$ cat config.mk
export PLATFORM = sky130hd
export DESIGN_NAME = sbpp_port
export DESIGN_NICKNAME = d
export VERILOG_FILES = /design/src/include/sbpp_pkg.sv /design/src/core/sbpp_sync.sv /design/src/core/sbpp_port.sv
export VERILOG_INCLUDE_DIRS = /design/src /design/src/include
export SDC_FILE = /design/constraint.sdc
export NUM_CORES = 1
export LEC_CHECK = 0
export CAP_MARGIN = 10
export CORE_MARGIN = 4
export CORE_UTILIZATION = 50
export CTS_BUF_LIST = sky130_fd_sc_hd__clkbuf_4 sky130_fd_sc_hd__clkbuf_8 sky130_fd_sc_hd__clkbuf_16
export CTS_CLUSTER_SIZE = 16
export DETAILED_ROUTE_END_ITERATION = 7
export DONT_BUFFER_PORTS = 1
export GPL_TIMING_DRIVEN = 1
export PLACE_DENSITY = 0.72
export SLEW_MARGIN = 5
export SYNTH_ARGS = -nofsm -noshare
export SYNTH_HDL_FRONTEND = slang
export SYNTH_SLANG_ARGS = --single-unit
$ cat constraint.sdc
create_clock -name clock -period 2.75 [get_ports clock]
set_clock_uncertainty 0.15 [all_clocks]
set_input_delay 0.55 -clock clock [delete_from_list [all_inputs] [get_ports clock]]
set_output_delay 0.55 -clock clock [all_outputs]
set_load 0.01 [all_outputs]
$ cat src/include/sbpp_map.svh
// constants for the synchronous pin port
// What this block does
// - a new byte goes out only when the sample buffer has room
// - per byte, all pins are sampled first, then the new byte is driven
// - one sample returned per byte written, lagging output by one byte
// - mode command 4 enables sync sampling, 0 resets the port
// - access starts by sampling, read strobe off, back on with new outputs
// - two states (drive, then setup) after outputs change, then write strobe pulses
// - read and write strobes are driven out on device pins
// - each pin is separately input or output; only outputs are driven
// - outputs hold the last written value while nothing new arrives
`ifndef SBPP_MAP_SVH
`define SBPP_MAP_SVH
`define SBPP_MODE_RESET 8'h00
`define SBPP_MODE_SYNC 8'h04
`define SBPP_DIR_RST 8'h00
`define SBPP_DATA_RST 8'h00
`define SBPP_PHASE_NS 25
`define SBPP_PHASE_CYC ((`SBPP_PHASE_NS * 40 + 999) / 1000)
`endif

$ cat src/include/sbpp_pkg.sv
// types for the synchronous pin port
`default_nettype none
package sbpp_pkg;
    typedef enum logic [2:0]
    {
        SBPP_IDLE = 3'b000,
        SBPP_SAMPLE = 3'b001,
        SBPP_RD_OFF = 3'b010,
        SBPP_DRIVE = 3'b011,
        SBPP_SETUP = 3'b100,
        SBPP_WR_ON = 3'b101,
        SBPP_WR_OFF = 3'b110
    } sbpp_state_e;
endpackage
`default_nettype wire

$ cat src/core/sbpp_sync.sv
// three-stage pin synchroniser with agreement filter
`timescale 1ns/1ps
`default_nettype none
module sbpp_sync #(
    parameter int WIDTH = 8
) (
    input wire logic clock,
    input wire logic reset,
    input wire logic [WIDTH-1:0] din,
    output logic [WIDTH-1:0] dout
);
    logic [WIDTH-1:0] s1_r;
    logic [WIDTH-1:0] s2_r;
    logic [WIDTH-1:0] s3_r;

    always_ff @(posedge clock or posedge reset)
    begin
        if (reset)
        begin
            s1_r <= '0;
            s2_r <= '0;
            s3_r <= '0;
        end
        else
        begin
            s1_r <= din;
            s2_r <= s1_r;
            s3_r <= s2_r;
        end
    end

    // a bit changes only once stages two and three agree
    always_ff @(posedge clock or posedge reset)
    begin
        if (reset)
            dout <= '0;
        else
        begin
            for (int i = 0; i < WIDTH; i++)
            begin
                if (s2_r[i] == s3_r[i])
                    dout[i] <= s3_r[i];
            end
        end
    end
endmodule
`default_nettype wire

$ cat src/core/sbpp_port.sv
// synchronous sampling pin port, one channel
`timescale 1ns/1ps
`default_nettype none
`include "sbpp_map.svh"
module sbpp_port
    import sbpp_pkg::*;
#(
    parameter int WIDTH = 8,
    parameter int PHASE_CYC = `SBPP_PHASE_CYC
) (
    input wire logic clock,
    input wire logic reset,
    input wire logic mode_valid,
    input wire logic [7:0] mode_value,
    input wire logic [WIDTH-1:0] dir_out,
    input wire logic tx_valid,
    input wire logic [WIDTH-1:0] tx_data,
    output logic tx_ready,
    output logic rx_valid,
    output logic [WIDTH-1:0] rx_data,
    input wire logic rx_ready,
    input wire logic [WIDTH-1:0] pin_in,
    output logic [WIDTH-1:0] pin_out,
    output logic [WIDTH-1:0] pin_oe,
    output logic rd_strobe_n,
    output logic wr_strobe_n,
    output logic sync_mode
);
    // the phase counter is eight bits wide
    if (WIDTH < 1 || WIDTH > 8 || PHASE_CYC < 1 || PHASE_CYC > 256)
    begin : g_param_check
        $error("sbpp_port: unsupported parameters");
    end

    // ========================================
    // pin input synchroniser
    logic [WIDTH-1:0] pin_sync;

    sbpp_sync #(.WIDTH(WIDTH)) i_sbpp_sync (
        .clock(clock),
        .reset(reset),
        .din(pin_in),
        .dout(pin_sync)
    );

    // ========================================
    // mode control
    always_ff @(posedge clock or posedge reset)
    begin
        if (reset)
            sync_mode <= 1'b0;
        else if (mode_valid && mode_value == `SBPP_MODE_SYNC)
            sync_mode <= 1'b1;
        else if (mode_valid)
            sync_mode <= 1'b0;
    end

    wire mode_clear = mode_valid && mode_value == `SBPP_MODE_RESET;

    // ========================================
    // access sequencer
    sbpp_state_e state_r;
    sbpp_state_e state_nxt;
    logic [7:0] phase_r;
    logic [WIDTH-1:0] pend_r;
    logic [WIDTH-1:0] sample_r;
    wire phase_done = phase_r == 8'(PHASE_CYC - 1);
    // one-entry sample slot; a new byte starts only if it is free
    wire slot_free = !rx_valid || rx_ready;

    always_comb
    begin
        state_nxt = state_r;
        unique case (state_r)
            SBPP_IDLE:
                if (sync_mode && tx_valid && tx_ready)
                    state_nxt = SBPP_SAMPLE;
            SBPP_SAMPLE: state_nxt = SBPP_RD_OFF;
            SBPP_RD_OFF: state_nxt = SBPP_DRIVE;
            SBPP_DRIVE: state_nxt = SBPP_SETUP;
            SBPP_SETUP: state_nxt = SBPP_WR_ON;
            SBPP_WR_ON: state_nxt = SBPP_WR_OFF;
            SBPP_WR_OFF: state_nxt = SBPP_IDLE;
            default: state_nxt = SBPP_IDLE;
        endcase
    end

    always_ff @(posedge clock or posedge reset)
    begin
        if (reset)
        begin
            state_r <= SBPP_IDLE;
            phase_r <= 8'h00;
        end
        else if (mode_clear || !sync_mode)
        begin
            state_r <= SBPP_IDLE;
            phase_r <= 8'h00;
        end
        else if (state_r == SBPP_IDLE)
        begin
            state_r <= state_nxt;
            phase_r <= 8'h00;
        end
        else if (phase_done)
        begin
            state_r <= state_nxt;
            phase_r <= 8'h00;
        end
        else
            phase_r <= phase_r + 8'h01;
    end

    always_ff @(posedge clock or posedge reset)
    begin
        if (reset)
            tx_ready <= 1'b0;
        else
            tx_ready <= sync_mode && !mode_valid && state_nxt == SBPP_IDLE
                && state_r == SBPP_IDLE && slot_free
                && !(tx_valid && tx_ready);
    end

    always_ff @(posedge clock or posedge reset)
    begin
        if (reset)
            pend_r <= WIDTH'(`SBPP_DATA_RST);
        else if (state_r == SBPP_IDLE && tx_valid && tx_ready)
            pend_r <= tx_data;
    end

    // ========================================
    // sample capture and return
    always_ff @(posedge clock or posedge reset)
    begin
        if (reset)
            sample_r <= '0;
        else if (state_r == SBPP_SAMPLE && phase_r == 8'h00)
            sample_r <= pin_sync;
    end

    always_ff @(posedge clock or posedge reset)
    begin
        if (reset)
        begin
            rx_valid <= 1'b0;
            rx_data <= '0;
        end
        else if (mode_clear)
            rx_valid <= 1'b0;
        else if (state_r == SBPP_WR_OFF && phase_done)
        begin
            rx_valid <= 1'b1;
            rx_data <= sample_r;
        end
        else if (rx_ready)
            rx_valid <= 1'b0;
    end

    // ========================================
    // pin drive and strobes
    always_ff @(posedge clock or posedge reset)
    begin
        if (reset)
            pin_out <= WIDTH'(`SBPP_DATA_RST);
        else if (state_r == SBPP_RD_OFF && phase_done)
            pin_out <= pend_r;
    end

    always_ff @(posedge clock or posedge reset)
    begin
        if (reset)
            pin_oe <= WIDTH'(`SBPP_DIR_RST);
        else if (mode_clear)
            pin_oe <= WIDTH'(`SBPP_DIR_RST);
        else
            pin_oe <= sync_mode ? dir_out : WIDTH'(`SBPP_DIR_RST);
    end

    always_ff @(posedge clock or posedge reset)
    begin
        if (reset)
        begin
            rd_strobe_n <= 1'b1;
            wr_strobe_n <= 1'b1;
        end
        else
        begin
            // a mode command other than 4 cuts the access, and no strobe may start during any mode command
            rd_strobe_n <= !(sync_mode && !mode_valid
                && (state_r == SBPP_SAMPLE && phase_done
                || state_r == SBPP_RD_OFF && !phase_done));
            wr_strobe_n <= !(sync_mode && !mode_valid
                && (state_r == SBPP_SETUP && phase_done
                || state_r == SBPP_WR_ON && !phase_done));
        end
    end
endmodule
`default_nettype wire

* Yosys cells after proc, flatten, opt, wreduce, memory -nomap -nowiden *
Cells that the tools add are included.

word-level totals
  flip-flop bits (word level) = 88
  latch bits = 0
  RAM bits = 0
  memory bits (read-only) = 0
  bits of input ports = 37
  output and inout bits = 29
  memories = 0

operators by class
  add/subtract/negate cells = 1
  multipliers = 0
  divide/modulo/power cells = 0
  $lt $le $gt $ge = 0
  eq/ne operators = 15
  shifts and indexed selects = 0
  mux-type cells = 15
  bitwise operators = 1
  reductions and logical operators = 39

operator list
  kind                                                             number
  8-bit 2-to-1 mux                                                 5
  1-bit logical AND                                                20
  3-bit case mux with 6 select lines                               1
  8-bit logical NOT                                                2
  3-bit 2-to-1 mux                                                 4
  3-bit == test, second input constant                             3
  8-bit by 1-bit adder with 8-bit output, second input constant    1
  1-bit == test                                                    8
  8-bit by 3-bit == test with 1-bit output, second input constant  1
  1-bit logical NOT                                                7
  3-bit by 2-bit == test with 1-bit output, second input constant  2
  3-bit logical NOT                                                2
  3-bit nonzero test                                               2
  1-bit 2-to-1 mux                                                 5
  1-bit logical OR                                                 4
  3-bit by 1-bit == test with 1-bit output, second input constant  1
  2-bit AND reduction                                              1
  2-bit nonzero test                                               1
  1-bit inverter                                                   1

* Depth between registers and ports, before layout *
  depth after elaboration = 9
  depth in mapped cells = 7
  mapped depth without buffers = 6

* Hierarchy *
Synthesis repeated with hierarchy kept, for this count alone.

unflattened totals
  cells, all modules = 209
  area total of the unflattened synthesis = 3203.1 um^2

modules (own cells, without submodules)
  module     instances  cells each  area each (um^2)  sequential area each (um^2)
  sbpp_port  1          168         2308.5            1403.8
  sbpp_sync  1          41          894.6             800.8

* Worst setup path after synthesis *
Ideal clock, no wire load.

  kind = register to register
  start point = register phase_r[0]
  end point = register sample_r[0]
  arrival time = 1.813 ns
  slack = 0.662 ns
  cell stages (with the launch flop) = 8
  buffers on the path = 1
  cells stage by stage = dfrtp_1 inv_1 ha_1 nor4b_2 nand2_2 or4_4 buf_6 mux2_4

between the ends
  longest elaborated chain between the ends = 2

RTL lines
  item                    RTL line          source
  from (decl)             sbpp_port.sv:64   logic [7:0] phase_r;
  from (signal assigned)  sbpp_port.sv:111  phase_r <= phase_r + 8'h01;
  8-bit logical NOT       sbpp_port.sv:138  else if (state_r == SBPP_SAMPLE && phase_r == 8'h00)
  1-bit logical AND       sbpp_port.sv:138
  to (signal assigned)    sbpp_port.sv:139  sample_r <= pin_sync;
  to (decl)               sbpp_port.sv:66   logic [WIDTH-1:0] sample_r;

Every way passes these cells.
A chain may end at the register's enable or synchronous reset.

* Final worst setup path *
  start point = register phase_r[0]
  end point = register rx_data[0]

between the ends
  longest elaborated chain between the ends = 3

RTL lines
  item                           RTL line          source
  8-bit logical NOT              sbpp_port.sv:67   wire phase_done = phase_r == 8'(PHASE_CYC - 1);
  1-bit logical AND              sbpp_port.sv:151  else if (state_r == SBPP_WR_OFF && phase_done)
  2-bit AND reduction (no line)  -
  to (signal assigned)           sbpp_port.sv:154  rx_data <= sample_r;
  to (decl)                      sbpp_port.sv:20   output logic [WIDTH-1:0] rx_data,

Every way passes these cells.

==> impl_metrics.yaml <==
status:
  status: "complete, no violations"
synthesis:
  synthTopCellsByCount: "86 x dfrtp_1, 24 x mux2_2, 10 x nor2_1, 9 x and3_1"
  synth-xor-area-share: 0.01906
  synth_seq_area_share: 0.6853
  synthAdderAreaFrac: 0.03267
  synth_area_leaders: "dfrtp_1 67%, mux2_2 8.4%, mux2_4 3.7%, maj3_1 2.5%, and3_1 1.8%"
  synth-edff-count: 0
  syn_inst: 211
  synth_compound_area_frac: 0.01322
  synth_ff_type: "dfrtp_1"
  synthMuxAreaShare: 0.1214
  synth_most_common_cell: "dfrtp_1"
  async_reset_ff_frac: 1.000
  syn_nets: 250
  synth_top_family_by_area: "multiplexers"
  synth-simple-area-share: 0.1105
  synth.largest_area_cell: "dfrtp_1"
  synth_area_sq_um: 3217
  avgSynthCellArea_sq_um: 15.25
  synth-seq-cells: 88
  synth_warnings: 0
  yosysUniqueCellTypes: 40
  synth_top_area_share: 0.6690
sta:
  setup_tns_ps: 0
  drv_slew: 0
  maxSlewHeadroom: 0.5842
  final.min_clock_period_ps: 2459
  final_hold_viol_count: 0
  fmax_ghz: 0.4068
  setup_violations: 0
  worstMarginPinSlew_ps: 619.0
  holdWs_ps: 70.30
  fin_crit_sh: 0.8940
  rsz0062_at_grt: "false"
layout:
  drive_gt1_frac: 0.2679
  design_area_sq_um: 3500
  areaGrowthSynthToFinish_pct: 8.790
  finalNetCount: 258
clock_tree:
  htreeDepth: 3
  clockBufferDepth: 2
  cts_resized: 0
  postCtsHoldBufs: 1
  cts_post_setup_buffers_inserted: 0
  cts.reportedPaths.clkPinSlew_ps: 90
  cts_tree: "built"
  clk_latency_ps: 350
  clkSinkCount: 88
  cts_root_buf: "clkbuf_8"
  cts_buffers: 9
global_route:
  antenna_found_initial: 1
  grt_max_degree: 62
  overflow: 0
  grt_pass1_vias: 1734
  track_usage: 0.1533
  grt_first_pass_wirelength_mm: 8.894
floorplanning:
  die_x_um: 88.21
  io_pins: 66
  die_area_sq_um: 7781
  chipHeight_um: 88.21
  start_util: 0.5277
  rows: 28
  core_area_sq_um: 6096
power_and_ir_drop:
  switchingPower_mw: 0.5029
  p_leak_nw: 1.652
  power.density_nw_per_um2: 627.6
  clkPwrFrac: 0.368
  sw_frac_of_total: 0.2289
  internal_power_mw: 1.694
  peakVddDrop_v: 0.0004353
  combPwrFrac: 0.021
  seq_power_share: 0.611
setup_path:
  worstPathMaxFanout: 12
  crit_required_ps: 2830
  setup.worst_path.class: "flop to flop"
  arrival_ps: 2540
  start_kind: "flop"
  end_kind: "flop"
routing:
  first_pass_iters: 4
  wl_per_cell_um: 17.79
  drt_iter0_drc: 112
  vias: 1625
  routed.top_layer: "met4"
  wl_mm: 5.336
  drc: 0
  wl_met1_mm: 2.431
  wl_met2_mm: 2.353
  via_per_inst: 5.417
  dr_wl_met3_um: 503
  ant_nets: 0
job:
  cap_violations: 0
placement:
  place_congestion: 0.7807
  port_buffers: 0
  placed_area_sq_um: 3303
  place_hpwl_mm: 3.641
worst_hold_path:
  holdCritPathClass: "input port to flop"
worst max-delay path, cell delays in order, from the launching register on:
cell,delay (ps)
dfrtp_1,440
inv_1,80
ha_1,130
nor4b_2,260
nand2_2,250
nor4b_4,640
mux2_2,400
worst paths after layout:
path,cells past startpoint,slack [ps],end,start
max,6,290,rx_data[0],phase_r[0]
min,0,70,i_sbpp_sync.s1_r[2],pin_in[2]
max reg2reg,6,290,rx_data[0],phase_r[0]
min reg2reg,0,200,i_sbpp_sync.s2_r[5],i_sbpp_sync.s1_r[5]
max in group asynchronous,3,1150,wr_strobe_n,reset
min in group asynchronous,2,580,rx_data[2],reset
cell families (layout without fill, tap and decap cells):
logic type | Yosys count | after routing
fa+ha+maj | 10 | 10
compound gates | 7 | 7
simple gates | 56 | 56
flops | 88 | 88
other cells | 0 | 1
xor+xnor | 7 | 7
buf+inv | 11 | 24
mux | 32 | 32
power groups by stage:
stage | clock [mW] | combinational, mW | sequential [mW]
after global routing | 0.901 | 0.0534 | 1.35
after detailed placement | 0 | 0.0464 | 1.37
final | 0.809 | 0.0455 | 1.34
after CTS | 0.844 | 0.0485 | 1.34
after global placement | 0 | 0.0446 | 1.37
after floorplan | 0 | 0.0344 | 1.36
per-layer routing:
layer | GRT usage | up-vias
li1 | - | 747
met1 | 0.2006 | 811
met2 | 0.2257 | 62
met3 | 0.08380 | 5
met4 | 0.03709 | 0
met5 | 0 | -
registers in the layout (all words and copies together), names as in the netlist:
signal and count:
i_sbpp_sync.dout 8, i_sbpp_sync.s1_r 8, i_sbpp_sync.s2_r 8, i_sbpp_sync.s3_r 8, pend_r 8, phase_r 8, pin_oe 8, pin_out 8
rx_data 8, sample_r 8, state_r 3, rd_strobe_n 1, rx_valid 1, sync_mode 1, tx_ready 1, wr_strobe_n 1
cell type report:
| type | instances | area, sq um |
|---|---|---|
| clock buffers | 10 | 131.4 |
| repair buffers | 3 | 37.54 |
| inverters | 5 | 22.52 |
| flip-flops and latches | 88 | 2205 |
| clock inverters | 6 | 52.55 |
| well taps | 75 | 93.84 |
| diodes | 1 | 2.502 |
| fillers | 501 | 2596 |
| multi-input cells | 112 | 954.7 |
cells in the final DEF, fill, tap and decap left out, drive strengths merged, types with 2 or more instances in the layout:
master    count
maj3          8
ha            2
o21ai         2
and3         10
buf           2
nor4          2
dfrtp        86
clkbuf       10
nand2         8
or4           2
inv           6
dfstp         2
nor4b         3
nand2b        2
nand4         3
mux2         32
nand3         8
xor2          5
a21oi         2
clkinv        2
xnor2         2
nor2         11
clkinvlp      3
stage by stage:
stage	total power [mW]	util	instances	worst slack (ps)
3_5_place_dp	1.415	0.5419	282	298.8
6_report	2.196	0.5741	300	291.5
3_3_place_gp	1.412	0.5419	282	416.3
2_1_floorplan	1.397	-	211	661.8
5_1_grt	2.302	0.5741	300	150.2
4_1_cts	2.236	0.5737	299	278.3
Power figures use the tool's default switching activity.
